===== src/rtl/rpr_pkg.sv =====
// Constants shared by the reference rank register bank and its rank picker
package rpr_pkg;

   // ************************************************************
   // Widths
   // ************************************************************
   localparam int ADDR_W = 8;    // Microprocessor port address width
   localparam int DATA_W = 8;    // Register data width
   localparam int RANK_W = 4;    // One rank field
   localparam int NUM_IN = 4;    // Inputs one to four
   localparam int IDX_W = 2;     // Index of an input

   // ************************************************************
   // Register map
   // ************************************************************
   localparam logic [ADDR_W-1:0] OFS_PAIR_ONE_TWO = 8'h18;
   localparam logic [ADDR_W-1:0] OFS_PAIR_THREE_FOUR = 8'h19;

   // ************************************************************
   // Field layout: lower input in low nibble
   // ************************************************************
   localparam int LO_LSB = 0;    // Odd-numbered input of the pair
   localparam int HI_LSB = 4;    // Even-numbered input of the pair

   // ************************************************************
   // Reset values per bank
   // ************************************************************
   localparam logic [DATA_W-1:0] RST_MAIN_ONE_TWO = 8'h32;
   localparam logic [DATA_W-1:0] RST_MAIN_THREE_FOUR = 8'h54;
   localparam logic [DATA_W-1:0] RST_AUX_ONE_TWO = 8'h00;
   localparam logic [DATA_W-1:0] RST_AUX_THREE_FOUR = 8'h00;

   // ************************************************************
   // Codes
   // ************************************************************
   localparam logic [RANK_W-1:0] RANK_OFF = 4'h0;       // Excluded input
   localparam logic BANK_MAIN = 1'b0;                   // Main timing path
   localparam logic BANK_AUX = 1'b1;                    // Auxiliary timing path
   localparam logic [DATA_W-1:0] READ_UNMAPPED = 8'h00; // Unmapped read data

endpackage : rpr_pkg


===== src/rtl/rpr_bank.sv =====
// Reference rank registers for inputs one to four, main and auxiliary banks
`timescale 1ns/100ps
module rpr_bank (
   // Clock and reset
   input wire logic clk,
   input wire logic reset,
   // Microprocessor port
   input wire logic [rpr_pkg::ADDR_W-1:0] host_addr,
   input wire logic host_wr,
   input wire logic host_rd,
   input wire logic [rpr_pkg::DATA_W-1:0] host_wdata,
   output logic [rpr_pkg::DATA_W-1:0] host_rdata,
   output logic host_rd_valid,
   // Bank select bit from the source select register
   input wire logic path_bank_choice,
   // Main timing path ranks
   output logic [rpr_pkg::DATA_W-1:0] main_pair_one_two,
   output logic [rpr_pkg::DATA_W-1:0] main_pair_three_four,
   output logic [rpr_pkg::IDX_W-1:0] main_best_index,
   output logic main_best_valid,
   // Auxiliary timing path ranks
   output logic [rpr_pkg::DATA_W-1:0] aux_pair_one_two,
   output logic [rpr_pkg::DATA_W-1:0] aux_pair_three_four,
   output logic [rpr_pkg::IDX_W-1:0] aux_best_index,
   output logic aux_best_valid
);

   // ************************************************************
   // Address decode
   // ************************************************************
   wire hit_one_two;     // Access to the pair one and two register
   wire hit_three_four;  // Access to the pair three and four register
   wire pick_main;       // Access steered to the main bank
   wire pick_aux;        // Access steered to the auxiliary bank

   assign hit_one_two = (host_addr == rpr_pkg::OFS_PAIR_ONE_TWO);
   assign hit_three_four = (host_addr == rpr_pkg::OFS_PAIR_THREE_FOUR);
   assign pick_main = (path_bank_choice == rpr_pkg::BANK_MAIN);
   assign pick_aux = (path_bank_choice == rpr_pkg::BANK_AUX);

   // ************************************************************
   // Write strobes
   // ************************************************************
   wire we_main_one_two;     // Store into main pair one and two
   wire we_main_three_four;  // Store into main pair three and four
   wire we_aux_one_two;      // Store into auxiliary pair one and two
   wire we_aux_three_four;   // Store into auxiliary pair three and four

   assign we_main_one_two = host_wr & hit_one_two & pick_main;
   assign we_main_three_four = host_wr & hit_three_four & pick_main;
   assign we_aux_one_two = host_wr & hit_one_two & pick_aux;
   assign we_aux_three_four = host_wr & hit_three_four & pick_aux;

   // ************************************************************
   // Read select
   // ************************************************************
   wire [rpr_pkg::DATA_W-1:0] rd_one_two;     // Pair one and two of chosen bank
   wire [rpr_pkg::DATA_W-1:0] rd_three_four;  // Pair three and four of chosen bank
   wire [rpr_pkg::DATA_W-1:0] next_host_rdata;

   // The bank bit is looked at in the cycle of the read itself
   assign rd_one_two = pick_main ? main_pair_one_two : aux_pair_one_two;
   assign rd_three_four = pick_main ? main_pair_three_four : aux_pair_three_four;
   assign next_host_rdata = hit_one_two ? rd_one_two :
                            hit_three_four ? rd_three_four :
                            rpr_pkg::READ_UNMAPPED;

   // ************************************************************
   // Rank storage
   // ************************************************************
   // Main bank, both nibbles stored as one byte in the printed layout
   always_ff @(posedge clk) begin
      if (reset) begin
         main_pair_one_two <= rpr_pkg::RST_MAIN_ONE_TWO;
         main_pair_three_four <= rpr_pkg::RST_MAIN_THREE_FOUR;
      end else begin
         if (we_main_one_two) begin
            main_pair_one_two <= host_wdata;
         end
         if (we_main_three_four) begin
            main_pair_three_four <= host_wdata;
         end
      end
   end

   // Auxiliary bank, cleared at reset so no input is chosen until software ranks them
   always_ff @(posedge clk) begin
      if (reset) begin
         aux_pair_one_two <= rpr_pkg::RST_AUX_ONE_TWO;
         aux_pair_three_four <= rpr_pkg::RST_AUX_THREE_FOUR;
      end else begin
         if (we_aux_one_two) begin
            aux_pair_one_two <= host_wdata;
         end
         if (we_aux_three_four) begin
            aux_pair_three_four <= host_wdata;
         end
      end
   end

   // ************************************************************
   // Read port
   // ************************************************************
   // Data held between reads; a read in the cycle of a write sees the old value
   always_ff @(posedge clk) begin
      if (reset) begin
         host_rdata <= rpr_pkg::READ_UNMAPPED;
         host_rd_valid <= 1'b0;
      end else begin
         host_rd_valid <= host_rd;
         if (host_rd) begin
            host_rdata <= next_host_rdata;
         end
      end
   end

   // ************************************************************
   // Automatic choice per path
   // ************************************************************
   // Ranks handed over with input one in the lowest nibble
   wire [rpr_pkg::NUM_IN*rpr_pkg::RANK_W-1:0] main_ranks;
   wire [rpr_pkg::NUM_IN*rpr_pkg::RANK_W-1:0] aux_ranks;
   assign main_ranks = {main_pair_three_four, main_pair_one_two};
   assign aux_ranks = {aux_pair_three_four, aux_pair_one_two};

   // Main timing path
   rpr_rank_pick u_main_pick (
      .clk(clk),
      .reset(reset),
      .ranks(main_ranks),
      .best_index(main_best_index),
      .best_valid(main_best_valid)
   );

   // Auxiliary timing path
   rpr_rank_pick u_aux_pick (
      .clk(clk),
      .reset(reset),
      .ranks(aux_ranks),
      .best_index(aux_best_index),
      .best_valid(aux_best_valid)
   );

   // ************************************************************
   // Checks
   // ************************************************************
   property p_rst_one_two;
      @(posedge clk)
      $past(reset) |-> (main_pair_one_two == rpr_pkg::RST_MAIN_ONE_TWO)
         && (aux_pair_one_two == rpr_pkg::RST_AUX_ONE_TWO);
   endproperty
   a_rst_one_two: assert property (p_rst_one_two)
      else $error("Pair one two reset value wrong");

   property p_rst_three_four;
      @(posedge clk)
      $past(reset) |-> (main_pair_three_four == rpr_pkg::RST_MAIN_THREE_FOUR)
         && (aux_pair_three_four == rpr_pkg::RST_AUX_THREE_FOUR);
   endproperty
   a_rst_three_four: assert property (p_rst_three_four)
      else $error("Pair three four reset value wrong");

   property p_wr_one_two;
      @(posedge clk) disable iff (reset)
      (host_wr && (host_addr == rpr_pkg::OFS_PAIR_ONE_TWO) && !path_bank_choice)
         |=> (main_pair_one_two == $past(host_wdata))
            && $stable(aux_pair_one_two);
   endproperty
   a_wr_one_two: assert property (p_wr_one_two)
      else $error("Main pair one two write not stored");

   property p_wr_three_four;
      @(posedge clk) disable iff (reset)
      (host_wr && (host_addr == rpr_pkg::OFS_PAIR_THREE_FOUR) && path_bank_choice)
         |=> (aux_pair_three_four == $past(host_wdata))
            && $stable(main_pair_three_four);
   endproperty
   a_wr_three_four: assert property (p_wr_three_four)
      else $error("Auxiliary pair three four write not stored");

   property p_bank_keep;
      @(posedge clk) disable iff (reset)
      (!host_wr || !path_bank_choice) |=> $stable(aux_pair_one_two)
         && $stable(aux_pair_three_four);
   endproperty
   a_bank_keep: assert property (p_bank_keep)
      else $error("Auxiliary bank changed without an auxiliary write");

   property p_rd_bank;
      @(posedge clk) disable iff (reset)
      (host_rd && (host_addr == rpr_pkg::OFS_PAIR_THREE_FOUR)) |=>
         host_rd_valid && (host_rdata == ($past(path_bank_choice) ?
            $past(aux_pair_three_four) : $past(main_pair_three_four)));
   endproperty
   a_rd_bank: assert property (p_rd_bank)
      else $error("Read returned data of the wrong bank");

   property p_rd_unmapped;
      @(posedge clk) disable iff (reset)
      (host_rd && (host_addr != rpr_pkg::OFS_PAIR_ONE_TWO)
         && (host_addr != rpr_pkg::OFS_PAIR_THREE_FOUR))
         |=> host_rd_valid && (host_rdata == rpr_pkg::READ_UNMAPPED);
   endproperty
   a_rd_unmapped: assert property (p_rd_unmapped)
      else $error("Unmapped read returned non-zero data");

   // Reads of the lower pair follow the bank bit of the access cycle
   property p_rd_one_two;
      @(posedge clk) disable iff (reset)
      (host_rd && (host_addr == rpr_pkg::OFS_PAIR_ONE_TWO)) |=>
         host_rd_valid && (host_rdata == ($past(path_bank_choice) ?
            $past(aux_pair_one_two) : $past(main_pair_one_two)));
   endproperty
   a_rd_one_two: assert property (p_rd_one_two)
      else $error("Read of pair one two returned data of the wrong bank");

   // A quiet port neither pulses valid nor disturbs the held read data
   property p_rd_quiet;
      @(posedge clk) disable iff (reset)
      !host_rd |=> !host_rd_valid && $stable(host_rdata);
   endproperty
   a_rd_quiet: assert property (p_rd_quiet)
      else $error("Read data moved without a read");

   // Auxiliary traffic must never leak into the main bank
   property p_main_keep;
      @(posedge clk) disable iff (reset)
      (!host_wr || path_bank_choice) |=> $stable(main_pair_one_two)
         && $stable(main_pair_three_four);
   endproperty
   a_main_keep: assert property (p_main_keep)
      else $error("Main bank changed without a main write");

endmodule : rpr_bank


===== src/rtl/rpr_rank_pick.sv =====
// Picks the highest priority candidate among four reference input ranks
`timescale 1ns/100ps
module rpr_rank_pick (
   // Clock and reset
   input wire logic clk,
   input wire logic reset,
   // Four packed ranks, input one in the lowest nibble
   input wire logic [rpr_pkg::NUM_IN*rpr_pkg::RANK_W-1:0] ranks,
   // Registered choice
   output logic [rpr_pkg::IDX_W-1:0] best_index,
   output logic best_valid
);

   // ************************************************************
   // Search
   // ************************************************************
   logic [rpr_pkg::IDX_W-1:0] next_best_index; // Winner this cycle
   logic next_best_valid;                      // Any candidate found
   logic [rpr_pkg::RANK_W-1:0] best_rank;      // Rank of the winner so far
   logic [rpr_pkg::RANK_W-1:0] cur_rank;       // Rank under test

   // Ties go to the lower-numbered input, so the scan only replaces on strictly less
   always_comb begin
      next_best_index = '0;
      next_best_valid = 1'b0;
      best_rank = rpr_pkg::RANK_OFF;
      cur_rank = rpr_pkg::RANK_OFF;
      for (int i = 0; i < rpr_pkg::NUM_IN; i++) begin
         cur_rank = ranks[i*rpr_pkg::RANK_W +: rpr_pkg::RANK_W];
         // Zero never qualifies
         if (cur_rank != rpr_pkg::RANK_OFF) begin
            // Any of one to fifteen is a candidate, smaller wins
            if (!next_best_valid || (cur_rank < best_rank)) begin
               next_best_valid = 1'b1;
               next_best_index = rpr_pkg::IDX_W'(i);
               best_rank = cur_rank;
            end
         end
      end
   end

   // Registered so the choice leaves the block from a flip-flop
   always_ff @(posedge clk) begin
      if (reset) begin
         best_index <= '0;
         best_valid <= 1'b0;
      end else begin
         best_index <= next_best_index;
         best_valid <= next_best_valid;
      end
   end

   // ************************************************************
   // Checks
   // ************************************************************
   logic [rpr_pkg::NUM_IN*rpr_pkg::RANK_W-1:0] ranks_q; // Ranks seen by the choice
   always_ff @(posedge clk) begin
      ranks_q <= ranks;
   end

   property p_pick_off;
      @(posedge clk) disable iff (reset)
      (!$past(reset) && best_valid) |->
         (ranks_q[best_index*rpr_pkg::RANK_W +: rpr_pkg::RANK_W] != rpr_pkg::RANK_OFF);
   endproperty
   a_pick_off: assert property (p_pick_off)
      else $error("Chosen input has a zero rank");

   property p_pick_cand;
      @(posedge clk) disable iff (reset)
      !$past(reset) |-> (best_valid == ($past(ranks) != '0));
   endproperty
   a_pick_cand: assert property (p_pick_cand)
      else $error("Candidate present but no input chosen, or the reverse");

   property p_pick_low;
      @(posedge clk) disable iff (reset)
      (!$past(reset) && (ranks_q[rpr_pkg::RANK_W-1:0] != rpr_pkg::RANK_OFF)) |->
         (ranks_q[best_index*rpr_pkg::RANK_W +: rpr_pkg::RANK_W]
            <= ranks_q[rpr_pkg::RANK_W-1:0]);
   endproperty
   a_pick_low: assert property (p_pick_low)
      else $error("Input one has a better rank than the chosen input");

   property p_pick_top;
      @(posedge clk) disable iff (reset)
      (!$past(reset)
         && (ranks_q[rpr_pkg::NUM_IN*rpr_pkg::RANK_W-1 -: rpr_pkg::RANK_W] != rpr_pkg::RANK_OFF))
         |-> (ranks_q[best_index*rpr_pkg::RANK_W +: rpr_pkg::RANK_W]
            <= ranks_q[rpr_pkg::NUM_IN*rpr_pkg::RANK_W-1 -: rpr_pkg::RANK_W]);
   endproperty
   a_pick_top: assert property (p_pick_top)
      else $error("Input four has a better rank than the chosen input");

endmodule : rpr_rank_pick


===== config.mk =====
export PLATFORM = sky130hd
export DESIGN_NAME = rpr_bank
export DESIGN_NICKNAME = d
export VERILOG_FILES = /design/src/rtl/rpr_pkg.sv /design/src/rtl/rpr_bank.sv /design/src/rtl/rpr_rank_pick.sv
export SDC_FILE = /design/constraint.sdc
export NUM_CORES = 1
export LEC_CHECK = 0
export ABC_CLOCK_PERIOD_IN_PS = 5000
export BUFFER_PORTS_ARGS = -buffer_cell sky130_fd_sc_hd__buf_2
export CAP_MARGIN = 5
export CORE_ASPECT_RATIO = 1.1
export CORE_MARGIN = 5
export CORE_UTILIZATION = 49
export DETAILED_ROUTE_END_ITERATION = 12
export HOLD_SLACK_MARGIN = 0.05
export PLACE_DENSITY_LB_ADDON = 0.12
export SYNTH_ARGS = -nofsm -noshare
export SYNTH_HDL_FRONTEND = slang
export SYNTH_SLANG_ARGS = --single-unit

===== constraint.sdc =====
create_clock -name clk -period 5 [get_ports clk]
set_input_delay 0.5 -clock clk [delete_from_list [all_inputs] [get_ports clk]]
set_output_delay 0.5 -clock clk [all_outputs]
set_load 0.02 [all_outputs]

-- Word-level counts from Yosys, hierarchy flattened
Cells that the tools add are included.
- register bits: 47
- bits of input ports: 21
- output and inout port bits: 47
- word-level logic and storage cells: 85
- order comparisons: 6
- eq/ne operators: 2
- mux-type cells: 40
- bitwise logic cells: 7
- reduce and logical (&&, ||, !) cells: 20
- operator list (cell ; count):
    $mux W4 ; 10
    $mux W8 ; 4
    $reduce_bool A4 Y1 ; 8
    $lt A4 B4 Y1 ; 6
    $mux W2 ; 10
    $eq A8 B5 Y1 const B ; 2
    $mux W1 ; 16
    $and A1 B1 Y1 ; 6
    $logic_not A1 Y1 ; 6
    $logic_or A1 B1 Y1 ; 6
    $not A1 Y1 ; 1

-- Longest topological paths before layout
Gate-level depths: netlist of the first run.
- word-level depth: 14
- gate-level depth with buffers: 18
- mapped depth without buffers: 18

-- Modules after synthesis
A second synthesis of the first run with hierarchy kept.
- cells, all modules: 313
- area total of the unflattened synthesis: 2941.6 µm²
- by module, submodules not included (module ; times used ; cells each ; area each (µm²) ; seq. area each (µm²)):
    rpr_bank ; 1 ; 173 ; 1853.0 ; 820.8
    rpr_rank_pick ; 2 ; 70 ; 544.3 ; 60.1

-- Worst setup path after synthesis of the first run
No wires, ideal clock.
- path kind: reg-to-reg
- from: register main_pair_one_two[1] (netlist bit)
- to: register u_main_pick.best_index[0] (netlist bit)
- setup time: 0.070 ns
- data arrival time: 4.145 ns
- data required time: 4.930 ns
- path slack: 0.785 ns
- cell stages (with the launch flop): 19
- buffers on the path: 0
- clock period less this slack: 4.215 ns
- cells stage by stage: dfxtp_1 > inv_1 > ha_1 > o211ai_1 > o21a_1 > o21ba_2 > mux2i_1 > ha_1 > a21oi_1 > nand3b_1 > a211oi_1 > o21ai_1 > mux2_2 > ha_1 > a2111oi_0 > nand2_1 > a22oi_1 > a311oi_1 > o2bb2ai_1
- cells in the longest elaborated chain, start to end: 14
- elaborated cells between the ends (all ways): 26
- classes of those cells: 3 x order compare; 16 x mux; 7 x reduce/logical
- RTL lines (item ; line ; source):
    start: declaration ; rpr_bank.sv:17 ; output logic [rpr_pkg::DATA_W-1:0] main_pair_one_two,
    start signal: assignment ; rpr_bank.sv:74 ; main_pair_one_two <= rpr_pkg::RST_MAIN_ONE_TWO;
    start signal: assignment ; rpr_bank.sv:78 ; main_pair_one_two <= host_wdata;
    $reduce_bool A4 Y1 ; rpr_rank_pick.sv:31 ; if (cur_rank != rpr_pkg::RANK_OFF) begin
    $mux W4 or $mux W1 (tied branches) ; rpr_rank_pick.sv:31 ;
    $lt A4 B4 Y1 or $logic_not A1 Y1 (tied branches) ; rpr_rank_pick.sv:33 ; if (!next_best_valid || (cur_rank < best_rank)) begin
    $logic_or A1 B1 Y1 ; rpr_rank_pick.sv:33 ;
    $mux W4 or $mux W1 (tied branches) ; rpr_rank_pick.sv:33 ;
    $mux W4 or $mux W1 (tied branches) ; rpr_rank_pick.sv:31 ;
    $lt A4 B4 Y1 or $logic_not A1 Y1 (tied branches) ; rpr_rank_pick.sv:33 ;
    $logic_or A1 B1 Y1 ; rpr_rank_pick.sv:33 ;
    $mux W4 or $mux W1 (tied branches) ; rpr_rank_pick.sv:33 ;
    $mux W4 or $mux W1 (tied branches) ; rpr_rank_pick.sv:31 ;
    $lt A4 B4 Y1 or $logic_not A1 Y1 (tied branches) ; rpr_rank_pick.sv:33 ;
    $logic_or A1 B1 Y1 ; rpr_rank_pick.sv:33 ;
    $mux W2 ; rpr_rank_pick.sv:33 ;
    $mux W2 * ; rpr_rank_pick.sv:31 ;
    end signal: assignment ; rpr_rank_pick.sv:48 ; best_index <= next_best_index;
    end: declaration ; rpr_rank_pick.sv:10 ; output logic [rpr_pkg::IDX_W-1:0] best_index,
Mark *: on every way between the ends. The rest lies on a longest branch, timed or not.
A chain may end at the register's enable or synchronous reset.

-- Worst setup path in the final report of the first run
- from: register main_pair_one_two[3] (netlist bit)
- to: register u_main_pick.best_index[0] (netlist bit)
The elaborated chain is that of the path after synthesis.

==> reports/metrics.cfg, run 1 <==
[clock_tree]
cts_tree = done
cts_root_buf = clkbuf_8
post_cts_buffers = 0
cts_buffers = 5
cts_buffer_depth = 2
h-tree-depth = 2
clk_latency_ns = 0.30
numClockSinks = 47
path_clk_slew_ns = 0.09

[timing]
fmax_mhz = 216
setup_tns_ns = 0
fin_skew_ns = 0.00394
finalSetupViolations = 0
min_period_over_period = 0.924
rsz0062_at_grt = no
tightest_slew_ns = 0.887
slew_headroom = 0.409
slew_viol_final = 0
final-hold-violation-count = 0
final.min_clock_period_ns = 4.62

[job]
cap_violations = 0

[logic_synthesis]
synthAdderAreaFrac = 0.0793
seq_area_frac_synth = 0.331
synth.mux.area_fraction = 0.200
yosysWarnings = 0
synth-xor-area-share = 0
syn_inst = 299
synth_top_family_by_area = simple AND/OR/NAND/NOR gates
synth_area_sq_um = 2840
synth_top_area_share = 0.331
synth_area_per_cell_sq_um = 9.50
ys_types = 43
ys_ff_latch = 47
synth-compound-area-share = 0.143
synth_area_leaders = dfxtp_1 (33%), mux2i_1 (11%), ha_1 (7.9%)
yosys.area_share.simple = 0.206
yosysTopAreaCell = dfxtp_1
synth_nets = 338

[power]
power_uw = 662
switching_share = 0.239
clock_power_share = 0.371
p_sw_uw = 158
internal_power_uw = 504
power_density_nw_per_um2 = 195
ir_drop_mv = 0.132
cellLeakagePower_nw = 1.41
comb_power_share = 0.061
p_seq_frac = 0.568

[worst_setup_path]
endpoint_kind = register
worstSetupStartpointType = register
crit_slowest_cell = a2111oi_1
critical_path.max_fanout = 7
cp.arrival_ns = 4.86
cpMostUsedCell = ha_1
crit_chain = inv_1, ha_1, a21oi_1, o21a_1, o21ba_2, mux2i_1, ha_1, a21oi_1, nand3b_1, a211oi_1, o21ai_1, mux2_2, ha_1, a2111oi_1, nand2_1, a22oi_1, a311oi_1, o2bb2ai_1
worstSetupPathType = register to register
max_stage_delay_ns = 0.66
required_ns = 5.24

[global_routing]
gr-usage-met1 = 0.268
use_met3 = 0.0320
gr-total-overflow = 0
grt_max_degree = 50
grtUsageMet2 = 0.367
grt_pass1_vias = 2513
grt_usage = 0.213
top_usage_layer = met2
grt_pass1_wl_mm = 12.4
grt_antenna_before_repair = 0

[detailed_routing]
wl_per_cell_um = 17.0
detail_route.vias_per_cell = 5.62
drt-pass1-iter-count = 4
routed_wl_mm = 7.63
ant_nets = 0
first_iter_violations = 134
vias = 2527
post-route-drc-count = 0

[placed_design]
globalplace.congestion = 0.935
place_area_sq_um = 3290
hpwl_mm = 5.91
dp.cells = 442
io_buffers = 67

[floorplan]
dieArea_sq_um = 7420
die-height_um = 89.9
io_pins = 68
start_util = 0.499
core_sq_um = 5700
die_w_um = 82.6
num_rows = 29

[layout]
syn_to_final_growth_pct = 19.3
multi_input_area_sq_um = 1790
fin_area_sq_um = 3390
fillers = 532
finish.net_count = 411
regArea_sq_um = 941
fin_util = 0.595
drive_above_1_share = 0.287
layoutNonFillerInstCount = 450
diodes = 0

[worst_hold_path]
worst_hold_path_type = input pin to register

[outcome]
status = finished clean

[registers in the layout (all words and copies together), names as in the netlist]
| signal | count |
|---|---|
| aux_pair_one_two | 8 |
| aux_pair_three_four | 8 |
| host_rdata | 8 |
| main_pair_one_two | 8 |
| main_pair_three_four | 8 |
| u_aux_pick.best_index | 2 |
| u_main_pick.best_index | 2 |
| host_rd_valid | 1 |
| u_aux_pick.best_valid | 1 |
| u_main_pick.best_valid | 1 |
[critical path, delay by kind of cell (launching register included)]
family	cells	cell delay, ns
DFF	1	0.46
muxes	2	0.59
and+or+nand+nor	2	0.22
buffers and inverters	1	0.07
adders and majority gates	3	0.89
AOI/OAI and AO/OA	10	2.31
[synthesized netlist by cell type]
| master | number |
|---|---|
| dfxtp_1 | 47 |
| nor2_1 | 35 |
| mux2i_1 | 32 |
| a21oi_1 | 18 |
| ha_1 | 18 |
| nand2b_1 | 18 |
| inv_1 | 17 |
| mux4_2 | 8 |
| nand3_1 | 8 |
| nor4_1 | 8 |
| a211o_1 | 6 |
| a211oi_1 | 6 |
| clkbuf_1 | 6 |
| mux2_2 | 6 |
| nand2_1 | 6 |
| o21ai_0 | 6 |
| nor2b_1 | 5 |
| a311oi_1 | 4 |
| nor3_1 | 3 |
| a2111oi_0 | 2 |
| a21o_1 | 2 |
| a22oi_1 | 2 |
| and3_1 | 2 |
| buf_2 | 2 |
| nand3b_1 | 2 |
| nor3_4 | 2 |
| nor3b_1 | 2 |
| nor4b_1 | 2 |
| o211ai_1 | 2 |
| o21a_1 | 2 |
| o21ai_1 | 2 |
| o21ba_2 | 2 |
| o21bai_1 | 2 |
| o22ai_1 | 2 |
| o2bb2ai_1 | 2 |
| or2_2 | 2 |
| or4_1 | 2 |
| buf_4 | 1 |
| buf_6 | 1 |
| nand4_1 | 1 |
| nand4_4 | 1 |
| nor4b_4 | 1 |
| or3_4 | 1 |
[through the flow]
step	hold slack, ns	setup WS [ns]
CTS	0.457	0.359
global placement	0.458	0.598
global route	0.464	0.0983
finish	0.467	0.380
floorplan	0.547	0.785
detailed placement	0.462	0.362
[per-layer routing]
metal | vias up | wire length, um
met5 | - | 0
met2 | 56 | 3870
li1 | 1252 | -
met1 | 1210 | 3340
met4 | 0 | 135
met3 | 9 | 282
[final timing paths]
kind | depth (start not counted) | start | slack, ns | to
setup / recovery | 18 | main_pair_one_two[3]$_SDFFE_PP0P_ | 0.38 | u_main_pick.best_index[0]$_SDFF_PP0_
hold / removal | 2 | host_wdata[5] | 0.47 | main_pair_one_two[5]$_SDFFE_PP1P_
setup reg to reg | 18 | main_pair_one_two[3]$_SDFFE_PP0P_ | 0.38 | u_main_pick.best_index[0]$_SDFF_PP0_
hold reg to reg | 2 | host_rdata[2]$_SDFFE_PP0P_ | 0.47 | host_rdata[2]$_SDFFE_PP0P_
[kinds of logic after synthesis]
kind of cell	Yosys count
buffers and inverters	27
flip-flops	47
multiplexers	46
adder cells (fa/ha/maj)	18
AO/OA/AOI/OAI	60
AND/OR/NAND/NOR	101
[power groups by stage]
stage | clock [mW] | combinational [mW] | sequential (mW)
after floorplan | 0 | 0.0216 | 0.386
after global placement | 0 | 0.0405 | 0.385
after detailed placement | 0 | 0.0408 | 0.385
after global routing | 0.265 | 0.0436 | 0.376
after CTS | 0.251 | 0.0409 | 0.376
final | 0.246 | 0.0406 | 0.376
[what timing repair did]
item | 4_1_cts | 5_1_grt
hold buffers | 0 | 0
gates resized for setup | 0 | 1
setup endpoints to repair | 0 | 1
hold endpoints to repair | 0 | 0
[layout make-up]
cell class,count,share of cell area
multi-input combinational,225,0.527
clock buffer,6,0.0244
timing repair buffer,76,0.119
tap,77,0.0284
clock inverter,2,0.00480
inverter,17,0.0188
sequential,47,0.278
[layout by cell type (no fill, tap or decap), types with 3 or more instances in the layout]
| cell type | instances |
|---|---|
| a211o_1 | 6 |
| nor2b_1 | 5 |
| mux2_2 | 6 |
| o21ai_0 | 6 |
| ha_1 | 18 |
| nand3_1 | 8 |
| inv_1 | 17 |
| mux2i_1 | 32 |
| nor2_1 | 35 |
| a21oi_1 | 18 |
| nor4_1 | 8 |
| nor3_1 | 3 |
| clkbuf_8 | 6 |
| a211oi_1 | 6 |
| buf_4 | 9 |
| a311oi_1 | 4 |
| nand2b_1 | 18 |
| dfxtp_1 | 47 |
| nand2_1 | 6 |
| buf_2 | 67 |
| mux4_2 | 8 |
Note: power is estimated with default switching activity, not from simulation.
==> run 2: changes to the inputs <==
- CELL_PAD_IN_SITES_DETAIL_PLACEMENT: unset -> 0
- CELL_PAD_IN_SITES_GLOBAL_PLACEMENT: unset -> 1
- CORE_UTILIZATION: 49 -> 41
==> run 2 against run 1 <==
Effect of this change: sequential power is essentially flat; utilization shrank 8.2 points; wire length grew 5.9%; final cell count grew 1.1%; highest routed layer unchanged.
==> reports/metrics.cfg, run 2 (synthesized netlist as in run 1, its figures left out) <==
[outcome]
status = finished clean

[placed_design]
dp_slack_ns = 0.379  ; +0.0174 ns
globalplace.congestion = 0.875  ; -6.4%
io_buffers = 67  ; unchanged
hpwl_mm = 6.31  ; +6.8%

[timing]
tightest_slew_ns = 0.888  ; +0.000505 ns
fmax_mhz = 225  ; +4.2%
setup_tns_ns = 0  ; unchanged
final-hold-violation-count = 0  ; unchanged
fin_skew_ns = 0.00785  ; +0.00390 ns
finalSetupViolations = 0  ; unchanged
hold_slack_ns = 0.473  ; +0.00581 ns
slew_headroom = 0.408  ; about the same
setup_slack_ns = 0.564  ; +0.184 ns
min_period_over_period = 0.887  ; -0.0369
rsz0062_at_grt = no
slew_viol_final = 0  ; unchanged
final.min_clock_period_ns = 4.44  ; -0.184 ns

[global_routing]
grt_pass1_vias = 2653  ; +5.6%
grt_usage = 0.195  ; -0.0181
grt_antenna_before_repair = 0  ; unchanged
grt_max_degree = 50  ; unchanged
grt_pass1_wl_mm = 13.3  ; +7.5%
gr-total-overflow = 0  ; unchanged

[worst_setup_path]
max_stage_delay_ns = 0.46  ; -0.20 ns
worstSetupPathType = register to register
rr_endpoint = u_main_pick.best_index[0]$_SDFF_PP0_
crit_chain = inv_1, ha_1, a21oi_1, o21a_1, o21ba_2, mux2i_1, ha_1, a21oi_1, nand3b_1, a211oi_1, o21ai_1, mux2_2, ha_1, a2111oi_2, nand2_1, a22oi_1, a311oi_1, o2bb2ai_1
crit_path_start = main_pair_one_two[3]$_SDFFE_PP0P_
r2r_start = main_pair_one_two[3]$_SDFFE_PP0P_
required_ns = 5.24  ; about the same
crit_slowest_cell = a2111oi_2
cp_num_buf_inv = 1  ; unchanged
endpoint_kind = register
ff2ff_path_depth = 18  ; unchanged
critical_path.max_fanout = 7  ; unchanged
critical_path.top_delay_family = compound AO/OA/AOI/OAI gates
cp.arrival_ns = 4.67  ; -0.19 ns
r2r_slack_ns = 0.56  ; +0.18 ns
cpMostUsedCell = ha_1
worstSetupStartpointType = register

[clock_tree]
cts_buffers = 5  ; unchanged
post_cts_buffers = 0  ; unchanged
h-tree-depth = 2  ; unchanged
cts_buffer_depth = 2  ; unchanged
clk_latency_ns = 0.30  ; about the same
numClockSinks = 47  ; unchanged
cts_tree = done
path_clk_slew_ns = 0.09  ; about the same
cts_root_buf = clkbuf_8

[floorplan]
dieArea_sq_um = 8690  ; +17%
core_sq_um = 6670  ; +17%
die_w_um = 89.4  ; +8.2%
start_util = 0.426  ; -0.0728
die-height_um = 97.3  ; +8.3%
io_pins = 68  ; unchanged
num_rows = 31  ; +6.9%

[layout]
layout_common_cells = buf_2 (67), dfxtp_1 (47), nor2_1 (35)
regArea_sq_um = 941  ; unchanged
drive_above_1_share = 0.290  ; +0.00268
diodes = 0  ; unchanged
fillers = 672  ; +26%
multi_input_area_sq_um = 1790  ; +0.28%
finish.net_count = 411  ; unchanged
final_common_cell = buf_2
syn_to_final_growth_pct = 20.4

[detailed_routing]
ant_nets = 0  ; unchanged
drt-pass1-iter-count = 4  ; unchanged
wl_per_cell_um = 17.8  ; +4.7%
routed_wl_mm = 8.09  ; +5.9%
vias = 2551  ; +0.95%
detail_route.vias_per_cell = 5.61  ; -0.16%
post-route-drc-count = 0  ; unchanged
first_iter_violations = 107  ; -20%

[power]
comb_power_share = 0.058  ; -0.003
p_seq_frac = 0.530  ; -0.038
cellLeakagePower_nw = 1.42  ; +1.1%
ir_drop_mv = 0.109  ; -17%
p_sw_uw = 156  ; -1.5%
switching_share = 0.220  ; -0.0191
internal_power_uw = 553  ; +9.7%
clock_power_share = 0.412  ; +0.041
power_density_nw_per_um2 = 207  ; +6.1%

[worst_hold_path]
holdPathStages = 2  ; unchanged
worst_hold_path_type = register to register
holdPathEnd = host_rdata[0]$_SDFFE_PP0P_
hold_start = host_rdata[0]$_SDFFE_PP0P_

[job]
cap_violations = 0  ; unchanged

-- run 2: cell types whose count changed in the layout (fill, tap and decap cells not counted) --
| cell | before | now |
|---|---|---|
| a2111oi_1 | 1 | 0 |
| clkinvlp_4 | 1 | 0 |
| bufinv_16 | 0 | 1 |
| a2111oi_2 | 0 | 1 |
| clkinv_2 | 0 | 1 |
| clkinv_4 | 1 | 0 |
-- run 2: area by class of cell --
class	instances	area share
clock inverter	2	0.0102
tap	82	0.0300
multi-input combinational	225	0.524
inverter	17	0.0187
sequential	47	0.275
timing repair buffer	76	0.118
clock buffer	6	0.0242
-- run 2: tightest hold or removal path: cells and delay by family, from the launching register on --
kind,cells,cell delay [ns]
flops,1,0.32
simple gates,1,0.06
compound gates,1,0.06
-- run 2: power by group through the flow --
| stage | Sequential, mW | Combinational [mW] | Clock (mW) |
|---|---|---|---|
| finish | 0.376 | 0.0409 | 0.292 |
| global route | 0.376 | 0.0447 | 0.312 |
| CTS | 0.376 | 0.0415 | 0.298 |
| detailed placement | 0.385 | 0.0415 | 0 |
| global placement | 0.385 | 0.0411 | 0 |
| floorplan | 0.386 | 0.0216 | 0 |
-- run 2: layer usage --
metal / vias to the layer above / part of all wire / wire length [um] / global-route usage
li1: 1254 / - / - / -
met1: 1226 / 0.44 / 3520 / 0.243
met2: 57 / 0.50 / 4070 / 0.337
met3: 14 / 0.040 / 320 / 0.0297
met4: 0 / 0.022 / 178 / 0.0596
met5: - / 0 / 0 / 0
-- run 2: worst max-delay path by stage --
stage,slack [ns],endpoint,depth (start not counted)
2_1_floorplan,0.78,u_main_pick.best_index[0]$_SDFF_PP0_,18
3_3_place_gp,0.57,u_main_pick.best_index[0]$_SDFF_PP0_,18
3_5_place_dp,0.38,u_main_pick.best_index[0]$_SDFF_PP0_,18
4_1_cts,0.36,u_main_pick.best_index[0]$_SDFF_PP0_,18
5_1_grt,0.06,u_main_pick.best_index[0]$_SDFF_PP0_,18
6_report,0.56,u_main_pick.best_index[0]$_SDFF_PP0_,18
-- run 2: through the flow --
step                instances  power (mW)  area [sq um]   util
finish                    455       0.708          3420  0.512
global route              455       0.733          3420  0.512
CTS                       455       0.715          3410  0.511
detailed placement        447       0.426          3290  0.494
global placement          447       0.426          3290  0.494
floorplan                 299       0.408          2840      -
-- run 2: timing repair --
| item | in CTS | in global routing |
|---|---|---|
| endpoints found under the setup margin | 0 | 2 |
| endpoints found under the hold margin | 0 | 0 |
| resized for setup | 0 | 2 |
| hold buffers | 0 | 0 |
==> run 3: changes to the inputs <==
- SKIP_CTS_REPAIR_TIMING: unset -> 1
- SYNTH_HIERARCHICAL: unset -> 1
==> run 3 against run 2 <==
Effect of this change: first-iteration DRC count is 3.7% higher; sequential share of layout area fell by 0.36 points; clock-buffer cell count up 1; synthesized cell count grew 4.7%; clock skew fell by 0.0016 ns; clock power down 13%; via count is 2.5% lower; final cell count increased by 2.6%; non-clock buffer count down 5; sequential cell count did not move; largest cell class unchanged.
==> reports/metrics.cfg, run 3 <==
[outcome]
status = finished clean

[power]
ir_drop_mv = 0.161  ; +47%
p_seq_frac = 0.556  ; +0.026
comb_power_share = 0.068  ; +0.010
power_uw = 675  ; -4.7%
power_density_nw_per_um2 = 195  ; -5.9%
switching_share = 0.228  ; +0.00785
p_sw_uw = 154  ; -1.3%
clock_power_share = 0.375  ; -0.037
internal_power_uw = 521  ; -5.7%
cellLeakagePower_nw = 1.61  ; +14%

[clock_tree]
cts_buffer_depth = 2  ; unchanged
path_clk_slew_ns = 0.09  ; about the same
numClockSinks = 47  ; unchanged
h-tree-depth = 2  ; unchanged
cts_tree = done
cts_buffers = 5  ; unchanged
clk_latency_ns = 0.30  ; about the same
cts_root_buf = clkbuf_8

[detailed_routing]
wl_per_cell_um = 17.6  ; -0.68%
wl_met1_mm = 4.05  ; +15%
top_layer = met4
ant_nets = 0  ; unchanged
routed_wl_mm = 8.24  ; +1.9%
drt-pass1-iter-count = 4  ; unchanged
vias = 2487  ; -2.5%
post-route-drc-count = 0  ; unchanged
wl_met2_mm = 3.68  ; -9.5%
detail_route.vias_per_cell = 5.33  ; -5.0%
wl_met3_um = 438  ; +37%
first_iter_violations = 111  ; +3.7%

[logic_synthesis]
synth_top_area_share = 0.320  ; -0.0114
synth_area_per_cell_sq_um = 9.40  ; -1.1%
synth_edf_count = 0  ; unchanged
syn_inst = 313  ; +4.7%
yosysTopAreaCell = dfxtp_1
synth_area_sq_um = 2940  ; +3.6%
post-synth-top-count-cell = dfxtp_1
seq_area_frac_synth = 0.320  ; -0.0114
ys_types = 47  ; +9.3%
ys_top_cells_by_count = dfxtp_1 (47), mux2i_1 (38), nand2b_1 (36)
ys_ff_latch = 47  ; unchanged
synth-async-reset-ratio = 0  ; unchanged
synth_area_leaders = dfxtp_1 (32%), mux2i_1 (13%), ha_1 (7.7%)
ys.flop_type = dfxtp_1
yosysWarnings = 6  ; +6
synth_nets = 352  ; +4.1%

[timing]
slew_viol_final = 0  ; unchanged
hold_slack_ns = 0.452  ; -0.0210 ns
tightest_slew_ns = 0.804  ; -0.0834 ns
fmax_mhz = 216  ; -4.2%
setup_tns_ns = 0  ; unchanged
fin_skew_ns = 0.00629  ; -0.00155 ns
setup_slack_ns = 0.372  ; -0.192 ns
min_period_over_period = 0.926  ; +0.0385
finalSetupViolations = 0  ; unchanged
final-hold-violation-count = 0  ; unchanged
slew_headroom = 0.450  ; +0.0418
rsz0062_at_grt = no
final.min_clock_period_ns = 4.63  ; +0.192 ns

[placed_design]
dp_slack_ns = 0.490  ; +0.110 ns
globalplace.congestion = 0.834  ; -4.7%
dp.cells = 459  ; +2.7%
hpwl_mm = 6.30  ; -0.20%
place_area_sq_um = 3360  ; +2.0%
io_buffers = 67  ; unchanged

[global_routing]
grt_pass1_vias = 2386  ; -10%
grt_max_degree = 54  ; +8.0%
grt_usage = 0.181  ; -0.0140
grt_pass1_wl_mm = 12.9  ; -2.7%
grt_antenna_before_repair = 0  ; unchanged
gr-total-overflow = 0  ; unchanged

[layout]
fin_area_sq_um = 3460  ; +1.3%
diodes = 0  ; unchanged
drive_above_1_share = 0.285  ; -0.00420
syn_to_final_growth_pct = 17.7
final_common_cell = buf_2
layoutNonFillerInstCount = 467  ; +2.6%
finish.net_count = 420  ; +2.2%
fin_util = 0.494  ; -0.0181
layout_common_cells = buf_2 (67), dfxtp_1 (47), mux2i_1 (38)

[floorplan]
dieArea_sq_um = 8970  ; +3.2%
start_util = 0.420  ; -0.00591
io_pins = 68  ; unchanged
die_w_um = 90.8  ; +1.6%
num_rows = 32  ; +3.2%
die-height_um = 98.8  ; +1.6%
core_sq_um = 7010  ; +5.0%

[job]
cap_violations = 0  ; unchanged

[worst_hold_path]
worst_hold_path_type = register to register

[worst_setup_path]
endpoint_kind = register
cp.arrival_ns = 4.84  ; +0.17 ns
required_ns = 5.21  ; -0.03 ns
worstSetupStartpointType = register
worstSetupPathType = register to register
critical_path.max_fanout = 6  ; -1

run 3: changes by cell type in the layout (fill, tap and decap cells not counted), sizes merged, moves of 4 or more:
cell	previous run	this run
a211o	6	0
a21oi	18	10
buf	76	71
inv	17	30
mux2i	32	38
nand2	6	16
nand2b	18	36
nand3	8	2
nor2	35	21
nor2b	5	1
o21ai	8	14
run 3: power groups by stage:
stage / combinational [mW] / clock, mW / sequential (mW)
2_1_floorplan: 0.0272 / 0 / 0.386
3_3_place_gp: 0.0466 / 0 / 0.385
3_5_place_dp: 0.0466 / 0 / 0.385
4_1_cts: 0.0466 / 0.261 / 0.376
5_1_grt: 0.0506 / 0.276 / 0.376
6_report: 0.0461 / 0.253 / 0.376
run 3: worst max-delay path, cell delays in order (launching register included):
cell and delay (ns):
dfxtp_1 0.46, inv_1 0.07, ha_1 0.28, o211ai_1 0.24
o21ai_1 0.16, a21oi_2 0.30, mux2i_1 0.29, ha_1 0.29
or2_2 0.29, nand2_1 0.07, a32o_2 0.20, mux2_2 0.35
ha_1 0.28, a2111oi_0 0.75, nand2_1 0.13, a21oi_1 0.16
a311oi_1 0.06, o32ai_1 0.14
run 3: routing by layer:
metal / vias up / global-route usage
met4: 0 / 0.0504
met1: 1164 / 0.256
li1: 1257 / -
met3: 4 / 0.0374
met5: - / 0
met2: 62 / 0.279
run 3: final cells by class:
type	instances	area [sq um]
sequential	47	941
fill	685	3540
timing repair buffer	71	365
inverter	30	113
multi-input combinational	226	1830
clock buffer	7	96.3
tap	85	106
clock inverter	1	7.51
run 3: path summary, 6_finish.rpt:
kind	startpoint	to	slack [ns]	cells past startpoint
worst max-delay path	main_pair_one_two[1]$_SDFFE_PP1P_	u_main_pick/best_index[0]$_SDFF_PP0_	0.37	17
worst max register to register	main_pair_one_two[1]$_SDFFE_PP1P_	u_main_pick/best_index[0]$_SDFF_PP0_	0.37	17
worst min register to register	host_rdata[4]$_SDFFE_PP0P_	host_rdata[4]$_SDFFE_PP0P_	0.45	2
worst min-delay path	host_rdata[4]$_SDFFE_PP0P_	host_rdata[4]$_SDFFE_PP0P_	0.45	2
run 3: cell families (layout without fill, tap and decap cells):
| logic type | Yosys count | count (layout) | share of synthesized area |
|---|---|---|---|
| DFF | 47 | 47 | 0.320 |
| buffers and inverters | 40 | 109 | 0.0566 |
| muxes | 52 | 52 | 0.214 |
| adders and majority gates | 18 | 18 | 0.0766 |
| AOI/OAI and AO/OA | 50 | 50 | 0.120 |
| and+or+nand+nor | 106 | 106 | 0.214 |
